--- config.mk ---
export PLATFORM = sky130hd
export DESIGN_NAME = carrier_local_address_decoder
export DESIGN_NICKNAME = d
export VERILOG_FILES = /design/src/core/carrier_decoder_pkg.sv /design/src/core/bridge_fifo.sv /design/src/core/carrier_local_address_decoder.sv
export VERILOG_INCLUDE_DIRS = /design/src /design/src/core
export SDC_FILE = /design/constraint.sdc
export NUM_CORES = 1
export LEC_CHECK = 0
export ABC_CLOCK_PERIOD_IN_PS = 10600
export BUFFER_PORTS_ARGS = -buffer_cell sky130_fd_sc_hd__buf_2
export CORE_UTILIZATION = 35
export CTS_BUF_LIST = sky130_fd_sc_hd__clkbuf_16
export DETAILED_ROUTE_END_ITERATION = 8
export MAX_ROUTING_LAYER = met4
export SLEW_MARGIN = 15
export SYNTH_ARGS = -nofsm -noshare
export SYNTH_HDL_FRONTEND = slang
export SYNTH_HIERARCHICAL = 1
export SYNTH_SLANG_ARGS = --single-unit
--- constraint.sdc ---
create_clock -name clock -period 10.6 [get_ports clock]
set_clock_uncertainty 0.05 [all_clocks]
set_input_delay 2.12 -clock clock [delete_from_list [all_inputs] [get_ports clock]]
set_output_delay 2.12 -clock clock [all_outputs]
set_load 0.005 [all_outputs]
--- src/core/carrier_decoder_map.svh ---
// Address map, field positions and timing counts of the carrier local decoder
`ifndef CARRIER_DECODER_MAP_SVH
`define CARRIER_DECODER_MAP_SVH
`define SRAM_LO 24'h000000
`define SRAM_HI 24'h01ffff
`define PAGE_LO 24'h400000
`define PAGE_HI 24'h7fffff
`define EPROM_HI 24'h47ffff
`define FLASH_LO 24'h480000
`define FLASH_HI 24'h49ffff
`define SHARED_LO 24'hb00000
`define SHARED_HI 24'hbfffff
`define PAGE_CTRL_ADDR 24'hf00000
`define STROBE_CTRL_ADDR 24'hf00002
`define IRQ_STAT_ADDR 24'hf00008
`define DMA_STAT_ADDR 24'hf00009
`define MISC_STAT_ADDR 24'hf0000a
`define BERR_CLR_ADDR 24'hf00028
`define STROBE_TRIG_ADDR 24'hf00038
`define SERIAL_LO 24'hf00040
`define SERIAL_HI 24'hf00043
`define BRIDGE_LO 24'hf00080
`define BRIDGE_HI 24'hf000ff
`define SLOT_BASE 24'hf00400
`define SLOT_ID_OFS 8'h00
`define SLOT_VEC_OFS 8'h40
`define SLOT_IO_OFS 8'h80
`define BR_IMB_LO 4'h0
`define BR_OMB_LO 4'h4
`define BR_FIFO 4'h8
`define HOST_FIFO_OFS 6'h20
`define HOST_OMB_LO 6'h00
`define HOST_IMB_LO 6'h10
`define HOST_SHARED_HI 32'h003fffff
`define HOST_MIN_BASE 32'h00100000
`define PAGE_DEFAULT 8'h00
`define PAGE_FLASH 4'h0
`define PAGE_SLOT_A 4'h1
`define PAGE_SLOT_B 4'h5
`define PAGE_SLOT_C 4'h9
`define PAGE_SLOT_D 4'hd
`define SHARED_MIN_WAIT 3
`define FIFO_DEPTH 8
`endif

--- src/core/carrier_decoder_pkg.sv ---
// Types shared by the carrier local decoder
package carrier_decoder_pkg;
  typedef enum logic [3:0] {
    REG_NONE, REG_SRAM, REG_EPROM, REG_FLASH, REG_SLOT_MEM, REG_SHARED, REG_CTRL,
    REG_SERIAL, REG_BRIDGE, REG_SLOT_ID, REG_SLOT_VEC, REG_SLOT_IO
  } region_e;
  typedef enum logic [1:0] {ARB_IDLE, ARB_HOST, ARB_DSP} arb_e;
endpackage : carrier_decoder_pkg

--- src/core/bridge_fifo.sv ---
// One direction of the bridge data FIFO
`timescale 1ns/1ps
`default_nettype none
module bridge_fifo #(
  parameter int WIDTH = 32,
  parameter int DEPTH = 8
) (
  input wire logic clock,
  input wire logic rst_b,
  input wire logic push,
  input wire logic [WIDTH-1:0] push_data,
  input wire logic pop,
  output logic [WIDTH-1:0] pop_data,
  output logic full,
  output logic empty
);
  localparam int AW = $clog2(DEPTH);
  if (DEPTH < 2 || (1 << AW) != DEPTH) begin : g_bad_depth
    $error("DEPTH must be a power of two");
  end
  logic [WIDTH-1:0] mem [DEPTH];
  logic [AW:0] wp_q, wp_d, rp_q, rp_d;
  always_comb begin
    wp_d = wp_q;
    rp_d = rp_q;
    if (push && !full) wp_d = wp_q + 1'b1;
    if (pop && !empty) rp_d = rp_q + 1'b1;
  end
  always_ff @(posedge clock or negedge rst_b) begin
    if (!rst_b) begin
      wp_q <= '0;
      rp_q <= '0;
    end else begin
      wp_q <= wp_d;
      rp_q <= rp_d;
    end
  end
  always_ff @(posedge clock) begin
    if (push && !full) mem[wp_q[AW-1:0]] <= push_data;
  end
  assign pop_data = mem[rp_q[AW-1:0]];
  assign empty = (wp_q == rp_q);
  assign full = (wp_q[AW] != rp_q[AW]) && (wp_q[AW-1:0] == rp_q[AW-1:0]);
endmodule : bridge_fifo
`default_nettype wire

--- src/core/carrier_local_address_decoder.sv ---
// Local address decoder, bridge registers and shared memory arbiter of the carrier
// What this block does
// - DSP 0x000000-0x01FFFF selects local SRAM, 32 bits, no wait states.
// - 0x400000-0x7FFFFF is one window: EPROM, flash or slot memory by page.
// - DSP 0xB00000-0xBFFFFF goes straight to shared memory, 32 bits wide.
// - Shared memory DSP access takes at least 3 waits, more during host access.
// - Simultaneous host and DSP requests: host wins, DSP held off.
// - Write at 0xF00028 clears latched bus error flag, stores nothing.
// - Each slot has ID, vector and I/O regions, slots 0x100 apart.
// - 0xF00080-0xF000FF reaches the bridge register set, 32 bits.
// - Bridge holds two independent eight-word 32-bit FIFOs, one each way.
// - Bridge word 0x08: write fills outbound FIFO, read drains inbound FIFO.
// - Four incoming and four outgoing 32-bit mailboxes between host and DSP.
// - Enabled mailbox events raise the bridge interrupt.
// - DSP bridge words: 0-3 incoming, 4-7 outgoing, 8 FIFO, 9-F others.
// - Host registers at 0x00-0x3C: outgoing, incoming mailboxes, FIFO, then status.
// - Host cycles in programmed regions reach bridge registers or shared memory.
// - Host regions lie above 1 Mbyte; shared region spans 0x0-0x3FFFFF.
// - Extra bridge words 0xD (status) and 0xE (interrupt enable) have logic; others read zero.
`timescale 1ns/1ps
`default_nettype none
`include "carrier_decoder_map.svh"
module carrier_local_address_decoder #(
  parameter int FIFO_DEPTH = `FIFO_DEPTH,
  parameter int MIN_WAIT = `SHARED_MIN_WAIT
) (
  input wire logic clock,
  input wire logic rst_b,
  input wire logic dsp_strobe,
  input wire logic dsp_write,
  input wire logic [23:0] dsp_addr,
  input wire logic [31:0] dsp_wdata,
  output logic [31:0] dsp_rdata,
  output logic dsp_ready,
  output logic sram_select,
  output logic eprom_select,
  output logic flash_select,
  output logic [3:0] slot_memory_select,
  output logic [3:0] slot_id_select,
  output logic [3:0] slot_vector_read,
  output logic [3:0] slot_io_select,
  output logic serial_select,
  output logic shared_select,
  output logic shared_host_owner,
  output logic slots_a_b_wide,
  output logic slots_c_d_wide,
  input wire logic [7:0] slot_irq_pins,
  input wire logic [7:0] slot_dma_pins,
  input wire logic bus_error_event,
  input wire logic [1:0] jumper_pins,
  output logic bus_error_irq,
  output logic strobe_pulse,
  output carrier_decoder_pkg::arb_e arb_state,
  input wire logic host_strobe,
  input wire logic host_write,
  input wire logic [31:0] host_addr,
  input wire logic [31:0] host_wdata,
  input wire logic [31:0] host_reg_base,
  input wire logic [31:0] host_shared_base,
  output logic [31:0] host_rdata,
  output logic host_ready,
  output logic mailbox_irq
);
  import carrier_decoder_pkg::*;
  if (MIN_WAIT < 3 || MIN_WAIT > 15) begin : g_bad_wait
    $error("MIN_WAIT must lie between 3 and 15");
  end
  if (FIFO_DEPTH != 8) begin : g_bad_depth
    $error("FIFO_DEPTH must be 8");
  end

  // Pin synchronisers
  logic [7:0] irq_s1, irq_s2, dma_s1, dma_s2;
  logic [1:0] jmp_s1, jmp_s2;
  always_ff @(posedge clock or negedge rst_b) begin
    if (!rst_b) begin
      irq_s1 <= '0;
      irq_s2 <= '0;
      dma_s1 <= '0;
      dma_s2 <= '0;
      jmp_s1 <= '0;
      jmp_s2 <= '0;
    end else begin
      irq_s1 <= slot_irq_pins;
      irq_s2 <= irq_s1;
      dma_s1 <= slot_dma_pins;
      dma_s2 <= dma_s1;
      jmp_s1 <= jumper_pins;
      jmp_s2 <= jmp_s1;
    end
  end

  // Address decode
  logic [7:0] page_q, page_d, strobe_ctl_q, strobe_ctl_d;
  region_e region;
  logic [1:0] slot;
  logic [7:0] slot_ofs;
  always_comb begin
    region = REG_NONE;
    slot = dsp_addr[9:8];
    slot_ofs = {dsp_addr[7:6], 6'h00};
    if (dsp_addr <= `SRAM_HI) region = REG_SRAM;
    else if (dsp_addr >= `PAGE_LO && dsp_addr <= `PAGE_HI) begin
      if (page_q[3:0] != `PAGE_FLASH) region = REG_SLOT_MEM;
      else if (dsp_addr <= `EPROM_HI) region = REG_EPROM;
      else if (dsp_addr >= `FLASH_LO && dsp_addr <= `FLASH_HI) region = REG_FLASH;
    end else if (dsp_addr >= `SHARED_LO && dsp_addr <= `SHARED_HI) region = REG_SHARED;
    else if (dsp_addr >= `BRIDGE_LO && dsp_addr <= `BRIDGE_HI) region = REG_BRIDGE;
    else if (dsp_addr >= `SERIAL_LO && dsp_addr <= `SERIAL_HI) region = REG_SERIAL;
    else if (dsp_addr >= `SLOT_BASE && dsp_addr[23:10] == 14'(`SLOT_BASE >> 10)) begin
      if (slot_ofs == `SLOT_ID_OFS) region = REG_SLOT_ID;
      else if (slot_ofs == `SLOT_VEC_OFS && !dsp_write) region = REG_SLOT_VEC;
      else if (slot_ofs == `SLOT_IO_OFS) region = REG_SLOT_IO;
    end else if (dsp_addr == `PAGE_CTRL_ADDR || dsp_addr == `STROBE_CTRL_ADDR ||
                 dsp_addr == `IRQ_STAT_ADDR || dsp_addr == `DMA_STAT_ADDR ||
                 dsp_addr == `MISC_STAT_ADDR || dsp_addr == `BERR_CLR_ADDR ||
                 dsp_addr == `STROBE_TRIG_ADDR) region = REG_CTRL;
  end

  function automatic logic [3:0] slot_onehot(input logic en, input logic [1:0] s);
    slot_onehot = en ? 4'(4'h1 << s) : 4'h0;
  endfunction : slot_onehot

  function automatic logic [1:0] page_slot(input logic [3:0] p);
    page_slot = p[3:2];
  endfunction : page_slot

  logic page_valid;
  assign page_valid = (page_q[3:0] == `PAGE_SLOT_A) || (page_q[3:0] == `PAGE_SLOT_B) ||
                      (page_q[3:0] == `PAGE_SLOT_C) || (page_q[3:0] == `PAGE_SLOT_D);
  assign sram_select = dsp_strobe && region == REG_SRAM;
  assign eprom_select = dsp_strobe && region == REG_EPROM;
  assign flash_select = dsp_strobe && region == REG_FLASH;
  assign slot_memory_select = slot_onehot(dsp_strobe && region == REG_SLOT_MEM && page_valid,
                                          page_slot(page_q[3:0]));
  assign slot_id_select = slot_onehot(dsp_strobe && region == REG_SLOT_ID, slot);
  assign slot_vector_read = slot_onehot(dsp_strobe && region == REG_SLOT_VEC, slot);
  assign slot_io_select = slot_onehot(dsp_strobe && region == REG_SLOT_IO, slot);
  assign serial_select = dsp_strobe && region == REG_SERIAL;
  assign slots_a_b_wide = page_q[1];
  assign slots_c_d_wide = strobe_ctl_q[1];

  // Shared memory arbitration
  logic host_reg_hit, host_mem_hit, dsp_shared_req;
  logic [31:0] host_ofs;
  assign host_ofs = host_addr - host_shared_base;
  assign host_reg_hit = host_strobe && host_reg_base >= `HOST_MIN_BASE &&
                        host_addr[31:6] == host_reg_base[31:6];
  assign host_mem_hit = host_strobe && host_shared_base >= `HOST_MIN_BASE &&
                        host_addr >= host_shared_base && host_ofs <= `HOST_SHARED_HI;
  assign dsp_shared_req = dsp_strobe && region == REG_SHARED;
  arb_e arb_q, arb_d;
  logic [3:0] wait_q, wait_d;
  always_comb begin
    arb_d = arb_q;
    wait_d = wait_q;
    unique case (arb_q)
      ARB_IDLE: begin
        wait_d = '0;
        if (host_mem_hit) arb_d = ARB_HOST;
        else if (dsp_shared_req) arb_d = ARB_DSP;
      end
      ARB_HOST: begin
        if (!host_mem_hit) arb_d = ARB_IDLE;
      end
      ARB_DSP: begin
        wait_d = wait_q + 1'b1;
        if (!dsp_shared_req) arb_d = ARB_IDLE;
        else if (wait_q == 4'(MIN_WAIT)) arb_d = ARB_IDLE;
      end
    endcase
  end
  assign arb_state = arb_q;
  assign shared_host_owner = arb_q == ARB_HOST;
  assign shared_select = (arb_q == ARB_HOST) || (arb_q == ARB_DSP);

  // Bridge mailboxes and FIFOs
  logic [31:0] in_mb_q [4];
  logic [31:0] out_mb_q [4];
  logic [31:0] in_mb_d [4];
  logic [31:0] out_mb_d [4];
  logic [7:0] mb_full_q, mb_full_d;
  logic [7:0] irq_en_q, irq_en_d;
  logic [3:0] bw;
  logic [3:0] hw;
  logic dsp_br_wr, dsp_br_rd, host_wr, host_rd;
  assign bw = dsp_addr[5:2];
  assign hw = host_addr[5:2];
  assign dsp_br_wr = dsp_strobe && dsp_write && region == REG_BRIDGE;
  assign dsp_br_rd = dsp_strobe && !dsp_write && region == REG_BRIDGE;
  assign host_wr = host_reg_hit && host_write;
  assign host_rd = host_reg_hit && !host_write;
  logic out_full, out_empty, in_full, in_empty;
  logic [31:0] out_data, in_data;
  bridge_fifo #(.WIDTH(32), .DEPTH(FIFO_DEPTH)) outbound (
    .clock(clock), .rst_b(rst_b),
    .push(dsp_br_wr && bw == `BR_FIFO), .push_data(dsp_wdata),
    .pop(host_rd && {hw, 2'b00} == `HOST_FIFO_OFS), .pop_data(out_data),
    .full(out_full), .empty(out_empty));
  bridge_fifo #(.WIDTH(32), .DEPTH(FIFO_DEPTH)) inbound (
    .clock(clock), .rst_b(rst_b),
    .push(host_wr && {hw, 2'b00} == `HOST_FIFO_OFS), .push_data(host_wdata),
    .pop(dsp_br_rd && bw == `BR_FIFO), .pop_data(in_data),
    .full(in_full), .empty(in_empty));
  always_comb begin
    in_mb_d = in_mb_q;
    out_mb_d = out_mb_q;
    mb_full_d = mb_full_q;
    irq_en_d = irq_en_q;
    // Host fills incoming boxes, DSP fills outgoing ones
    if (dsp_br_rd && bw < `BR_OMB_LO) mb_full_d[bw[1:0]] = 1'b0;
    if (host_wr && hw >= 4'h4 && hw < 4'h8) begin
      in_mb_d[hw[1:0]] = host_wdata;
      mb_full_d[hw[1:0]] = 1'b1;
    end
    if (host_rd && hw < 4'h4) mb_full_d[4 + hw[1:0]] = 1'b0;
    if (dsp_br_wr && bw >= `BR_OMB_LO && bw < `BR_FIFO) begin
      out_mb_d[bw[1:0]] = dsp_wdata;
      mb_full_d[4 + bw[1:0]] = 1'b1;
    end
    if (dsp_br_wr && bw == 4'he) irq_en_d = dsp_wdata[7:0];
  end
  assign mailbox_irq = |(mb_full_q & irq_en_q);

  logic [31:0] host_rdata_d;
  always_comb begin
    host_rdata_d = '0;
    if (hw < 4'h4) host_rdata_d = out_mb_q[hw[1:0]];
    else if (hw < 4'h8) host_rdata_d = in_mb_q[hw[1:0]];
    else if (hw == 4'h8) host_rdata_d = out_data;
    else if (hw == 4'hd) host_rdata_d = {24'h0, mb_full_q};
  end
  assign host_ready = host_reg_hit || (host_mem_hit && arb_q == ARB_HOST);

  // Control registers
  logic berr_q, berr_d, strobe_q, strobe_d;
  always_comb begin
    page_d = page_q;
    strobe_ctl_d = strobe_ctl_q;
    berr_d = berr_q;
    strobe_d = 1'b0;
    if (dsp_strobe && dsp_write && dsp_addr == `PAGE_CTRL_ADDR) page_d = dsp_wdata[7:0];
    if (dsp_strobe && dsp_write && dsp_addr == `STROBE_CTRL_ADDR) strobe_ctl_d = dsp_wdata[7:0];
    if (dsp_strobe && dsp_write && dsp_addr == `BERR_CLR_ADDR) berr_d = 1'b0;
    if (bus_error_event) berr_d = 1'b1;
    if (dsp_strobe && dsp_write && dsp_addr == `STROBE_TRIG_ADDR)
      strobe_d = strobe_ctl_q[0] && !strobe_ctl_q[3];
  end
  assign bus_error_irq = berr_q && strobe_ctl_q[2];
  assign strobe_pulse = strobe_q;

  logic [31:0] rdata_d;
  always_comb begin
    rdata_d = '0;
    if (region == REG_BRIDGE) begin
      if (bw < `BR_OMB_LO) rdata_d = in_mb_q[bw[1:0]];
      else if (bw < `BR_FIFO) rdata_d = out_mb_q[bw[1:0]];
      else if (bw == `BR_FIFO) rdata_d = in_data;
      else if (bw == 4'hd) rdata_d = {16'h0, out_full, in_empty, 6'h0, mb_full_q};
      else if (bw == 4'he) rdata_d = {24'h0, irq_en_q};
    end else if (dsp_addr == `IRQ_STAT_ADDR) rdata_d = {24'h0, irq_s2};
    else if (dsp_addr == `DMA_STAT_ADDR) rdata_d = {24'h0, dma_s2};
    else if (dsp_addr == `MISC_STAT_ADDR) rdata_d = {29'h0, jmp_s2, berr_q};
  end
  assign dsp_ready = dsp_strobe && (region != REG_SHARED ||
                     (arb_q == ARB_DSP && wait_q == 4'(MIN_WAIT)));

  always_ff @(posedge clock or negedge rst_b) begin
    if (!rst_b) begin
      arb_q <= ARB_IDLE;
      wait_q <= '0;
      page_q <= `PAGE_DEFAULT;
      strobe_ctl_q <= '0;
      berr_q <= 1'b0;
      strobe_q <= 1'b0;
      mb_full_q <= '0;
      irq_en_q <= '0;
      dsp_rdata <= '0;
      host_rdata <= '0;
      for (int i = 0; i < 4; i++) begin
        in_mb_q[i] <= '0;
        out_mb_q[i] <= '0;
      end
    end else begin
      arb_q <= arb_d;
      wait_q <= wait_d;
      page_q <= page_d;
      strobe_ctl_q <= strobe_ctl_d;
      berr_q <= berr_d;
      strobe_q <= strobe_d;
      mb_full_q <= mb_full_d;
      irq_en_q <= irq_en_d;
      dsp_rdata <= rdata_d;
      host_rdata <= host_rdata_d;
      in_mb_q <= in_mb_d;
      out_mb_q <= out_mb_d;
    end
  end
endmodule : carrier_local_address_decoder
`default_nettype wire

# ---- Word level (Yosys, flattened, before mapping)
# Memory sizes are Yosys's and may differ from the RTL's.
# Cells that the tools add are included.
dict set report totals {
  ff_bits 404
  latchBits 0
  mem_bits_rw 512
  rom_bits 0
  input_bits 209
  output_inout_bits 95
  wordCells 287
  n_memories 2
}
dict set report classes {
  n_addsub 8
  n_mul 0
  n_div 0
  order_cmp 35
  eq_ne 43
  shifts 2
  n_mux 74
  bitwise_logic 9
  reduce_logical 86
}
# name words width rd rd_clocked_by_memory_dff write_ports line_no
set memory_table {}
lappend memory_table {inbound.mem 8 32 1 0 1 bridge_fifo.sv:21} ;# logic [WIDTH-1:0] mem [DEPTH];
lappend memory_table {outbound.mem 8 32 1 0 1 bridge_fifo.sv:21}
# cell n
set op_table {}
lappend op_table {{32-bit 2-to-1 mux} 17}
lappend op_table {{32-bit binary-select mux with 2-bit select} 4}
lappend op_table {{128-bit bitwise mux} 2}
lappend op_table {{24-bit equality test (second input constant)} 7}
lappend op_table {{32-bit demux with 2-bit select} 2}
lappend op_table {{24-bit greater-or-equal comparator (second input constant)} 4}
lappend op_table {{24-bit by 23-bit less-or-equal comparator with 1-bit output (second input constant)} 3}
lappend op_table {{24-bit less-or-equal comparator (second input constant)} 3}
lappend op_table {{32-bit by 21-bit greater-or-equal comparator with 1-bit output (second input constant)} 2}
lappend op_table {{8-bit 2-to-1 mux} 8}
lappend op_table {{1-bit logical AND} 60}
lappend op_table {{4-bit 2-to-1 mux} 13}
lappend op_table {{24-bit by 23-bit greater-or-equal comparator with 1-bit output (second input constant)} 2}
lappend op_table {{4-bit equality test (second input constant)} 11}
lappend op_table {{32-bit greater-or-equal comparator} 1}
lappend op_table {{32-bit by 22-bit less-or-equal comparator with 1-bit output (second input constant)} 1}
lappend op_table {{32-bit subtractor} 1}
lappend op_table {{26-bit equality test} 1}
lappend op_table {{8-bit AND} 3}
lappend op_table {{24-bit by 17-bit less-or-equal comparator with 1-bit output (second input constant)} 1}
lappend op_table {{4-bit by 1-bit adder with 4-bit output (second input constant)} 5}
lappend op_table {{4-bit by 3-bit equality test with 1-bit output (second input constant)} 4}
lappend op_table {{4-bit less-than comparator (second input constant)} 4}
lappend op_table {{16-bit 2-to-1 mux} 1}
lappend op_table {{39 further kinds} 97}

# ---- Depth between registers and ports, before layout
dict set report depth {
  depth_word 24
  mapped_depth 14
  depth_no_buf 14
}

# ---- Cells and area by module
# Netlist, hierarchy kept.
# module n_inst cells_each area_per_inst_um2 seq_area_each_um2
set modules_own_cells {}
lappend modules_own_cells {carrier_local_address_decoder 1 1701 20911.3 9709.3}
lappend modules_own_cells {bridge_fifo 2 430 10378.7 7887.6}

# ---- Worst setup path before layout
# Ideal clock, no wire load.
dict set report synth_path {
  path_type {input to register}
  startpoint {in dsp_addr[11]}
  endpoint {mem outbound.mem[4][0] (enable)}
  setup_time_ns 0.502
  arrival_ns 7.332
  required_ns 10.048
  slack_ns 2.716
  stages 7
  path_buffers 1
  path_cell_list {or4b_1 -> nor4_1 -> nand3_1 -> clkbuf_1 -> nor3_1 -> nand2_1 -> nor4_1}
}
dict set report synth_via {
  elab_chain_cells 20
  elab_cells_between_ends 49
  classes_between {order compare: 13; eq/ne: 9; mux: 12; reduce/logical: 15}
}
# item line_no
set synth_rtl {}
lappend synth_rtl {{from (decl)} carrier_local_address_decoder.sv:31} ;# input wire logic [23:0] dsp_addr,
lappend synth_rtl {{branches (longest 13 deep; another with 24-bit greater-or-equal comparator)} -}
lappend synth_rtl {{4-bit 2-to-1 mux (*)} carrier_local_address_decoder.sv:102} ;# if (dsp_addr <= `SRAM_HI) region = REG_SRAM;
lappend synth_rtl {{4-bit equality test (*)} carrier_local_address_decoder.sv:189} ;# assign dsp_br_wr = dsp_strobe && dsp_write && region == REG_BRIDGE;
lappend synth_rtl {{1-bit logical AND (*)} carrier_local_address_decoder.sv:189}
lappend synth_rtl {{1-bit logical AND (no source line) (*)} -}
lappend synth_rtl {{1-bit logical AND (*)} bridge_fifo.sv:39} ;# if (push && !full) mem[wp_q[AW-1:0]] <= push_data;
lappend synth_rtl {{1-bit 2-to-1 mux (*)} bridge_fifo.sv:39}
lappend synth_rtl {{1-bit 2-to-1 mux (implied by the code) (*)} bridge_fifo.sv:39}
lappend synth_rtl {{to (decl)} bridge_fifo.sv:21}
# Every way passes the cells marked *.

# ---- Worst setup path in the final report
dict set report layout_path {
  startpoint {in host_addr[2]}
  endpoint {out host_ready}
}
dict set report layout_via {
  elab_chain_cells 5
  elab_cells_between_ends 7
  classes_between {add/sub: 1; order compare: 2; reduce/logical: 4}
}
# item line_no
set layout_rtl {}
lappend layout_rtl {{from (decl)} carrier_local_address_decoder.sv:56} ;# input wire logic [31:0] host_addr,
lappend layout_rtl {{32-bit subtractor or 32-bit greater-or-equal comparator (tied branches)} {carrier_local_address_decoder.sv:146, carrier_local_address_decoder.sv:150}}
lappend layout_rtl {{32-bit by 22-bit less-or-equal comparator with 1-bit output (no source line) or 1-bit logical AND (tied branches)} -}
lappend layout_rtl {{1-bit logical AND (no source line) (*)} -}
lappend layout_rtl {{1-bit logical AND (*)} carrier_local_address_decoder.sv:233} ;# assign host_ready = host_reg_hit || (host_mem_hit && arb_q == ARB_HOST);
lappend layout_rtl {{1-bit logical OR (*)} carrier_local_address_decoder.sv:233}
lappend layout_rtl {{to (decl)} carrier_local_address_decoder.sv:61} ;# output logic host_ready,
# Every way passes the cells marked *; elsewhere a longest branch is shown, timed or not.

==> results.sh <==
export IMPL_cts_sinks=916
export IMPL_avgSynthCellArea_um2=16.3
export IMPL_setup_viol=0
export IMPL_dp_cells=4292
export IMPL_rows=126
export IMPL_post_cts_buffers=0
export IMPL_utilization=0.405
export IMPL_syn_to_final_growth_pct=14.7
export IMPL_clk_latency_ns=0.67
export IMPL_hold_class="flop to flop"
export IMPL_syn_nets=2810
export IMPL_die_w_um=347
export IMPL_cp_arrival_ns=5.38
export IMPL_routed_via_density=5.35
export IMPL_dp_slack_ns=2.96
export IMPL_crit_path_end_kind="primary output"
export IMPL_multi_input_area_um2=15200
export IMPL_power_switching_mw=1.66
export IMPL_status="complete, no violations"
export IMPL_postRouteAntennaNets=0
export IMPL_cts_tree="done"
export IMPL_first_iter_violations=1757
export IMPL_p_sw_frac=0.226
export IMPL_hpwl_um=69300
export IMPL_htreeDepth=3
export IMPL_nets=3100
export IMPL_pwr_share_seq=0.516
export IMPL_final_hold_violation_count=0
export IMPL_remaining_drc_errors=0
export IMPL_syn_area_um2=41700
export IMPL_antenna_found_initial=21
export IMPL_p_clk_frac=0.431
export IMPL_crit_fanout=38
export IMPL_finalCritPeriodShare=0.713
export IMPL_fin_crit_ns=7.55
export IMPL_grt_pass1_wl_um=160000
export IMPL_combinationalPowerShare=0.053
export IMPL_yosysWarnings=6
export IMPL_grt_pass1_vias=24200
export IMPL_fillerInstances=10700
export IMPL_cts_resized=0
export IMPL_worst_slew_pin_slew_ns=1.17
export IMPL_dr_pass1_iters=7
export IMPL_cts_root_buf="clkbuf_16"
export IMPL_p_int_mw=5.69
export IMPL_seqCellArea_um2=25500
export IMPL_die_area_um2=120000
export IMPL_fin_ws_ns=3.05
export IMPL_cts_buffers=92
export IMPL_critPathLaunch="host_addr[2]"
export IMPL_wl_per_cell_um=24.0
export IMPL_gr_total_overflow=0
export IMPL_cp_start_kind="input port"
export IMPL_crit_type="input port to primary output"
export IMPL_grt_use_total=0.183
export IMPL_vias=23900
export IMPL_synthCells=2560
export IMPL_ir_worst_vdd_mv=0.120
export IMPL_clockBufferDepth=3
export IMPL_final_area_um2=47800
export IMPL_max_cap_violations=0
export IMPL_fin_tns_setup_ns=0
export IMPL_drv_slew=0
export IMPL_reg2reg_from="inbound/rp_q[0]"
export IMPL_final_cells=4475
export IMPL_p_leak_nw=18.8
export IMPL_drive_above_1_share=0.379
export IMPL_io_pins=304
export IMPL_grt_max_degree=95
export IMPL_gp_congestion=0.874
export IMPL_path_clk_slew_ns=0.06
export IMPL_cp_required_ns=8.43
export IMPL_die_h_um=347
export IMPL_wl_um=107000
export IMPL_relSlewSlack=0.217
export IMPL_port_buffers=297
export IMPL_rsz0062_at_grt="false"
export IMPL_fmax_mhz=132
export IMPL_hold_start="irq_s1[4]"
export IMPL_coreArea_um2=118000
export IMPL_ctsHoldBuffers=0
export IMPL_dpl_instance_area_um2=44800
export IMPL_powerDensity_nw_per_um2=154
export IMPL_initial_core_util=0.353
export IMPL_rrSetupSlack_ns=7.28
==> layout make-up <==
type / count / share of cell area
timing repair buffer: 343 / 0.0388
multi-input combinational: 1418 / 0.319
inverter: 79 / 0.00621
clock inverter: 77 / 0.0119
antenna: 11 / 0.000576
sequential: 916 / 0.534
tap: 1536 / 0.0402
clock buffer: 95 / 0.0498
==> layout by cell type, fill, tap and decap left out, types with 12 or more instances in the layout <==
cell / count
nor3_1: 26
mux4_1: 12
a21oi_1: 110
a22oi_1: 22
clkinv_1: 25
mux2_2: 283
buf_4: 50
o21ai_0: 36
and2_1: 13
nor2b_1: 40
mux4_2: 244
nor4_1: 18
edfxtp_1: 512
dfrtp_1: 398
nand3_1: 23
inv_1: 103
nand2_1: 107
o22ai_1: 30
xnor2_1: 28
buf_2: 292
nand2b_1: 17
ha_1: 40
nand4_1: 15
xor2_1: 16
a211oi_1: 15
clkbuf_16: 95
nor2_1: 88
mux2_4: 54
==> worst max-delay path, cell delays in order <==
cell	delay, ns
buf_4	0.56
ha_1	0.37
nand3_1	0.10
a21oi_1	0.08
a211oi_2	0.30
o311ai_4	0.15
or4_1	0.52
a2111oi_2	0.32
o2111ai_1	0.22
nor4_4	0.34
nand2_1	0.09
nand2_1	0.07
buf_2	0.13
==> sequential cells by signal (all words and copies together), names as in the netlist, 8 cells and up <==
signal and cells:
irq_s2 8, host_rdata 32, outbound/mem 256, inbound/mem 256, irq_s1 8, mb_full_q 8, dma_s1 8, dsp_rdata 32
in_mb_q 128, dma_s2 8, irq_en_q 8, out_mb_q 128
==> stage by stage <==
step	hold WS [ns]	power (mW)
2_1_floorplan	0.281	4.07
3_5_place_dp	0.285	4.26
3_3_place_gp	0.285	4.26
4_1_cts	0.295	7.44
6_report	0.297	7.36
5_1_grt	0.300	7.61
==> power groups by stage <==
stage / clock, mW / sequential [mW] / combinational [mW]
detailed placement: 0 / 3.87 / 0.393
global placement: 0 / 3.87 / 0.389
global route: 3.38 / 3.80 / 0.428
finish: 3.17 / 3.80 / 0.390
CTS: 3.25 / 3.80 / 0.394
floorplan: 0 / 3.87 / 0.196
==> final timing paths <==
check,end,cells past startpoint
max,host_ready,13
min,irq_s2[4],0
max reg2reg,inbound/mem[0][13],4
min reg2reg,irq_s2[4],0
max in group asynchronous,outbound/rp_q[0],2
min in group asynchronous,dma_s1[5],1
==> layer usage <==
metal  vias to the layer above  GRT usage  part of all wire
li1                      10600          -                 -
met4                         0     0.0436             0.021
met3                       162     0.0320             0.051
met5                         -          -                 0
met1                     12500      0.239              0.44
met2                       615      0.295              0.49
Power figures use the tool's default switching activity.
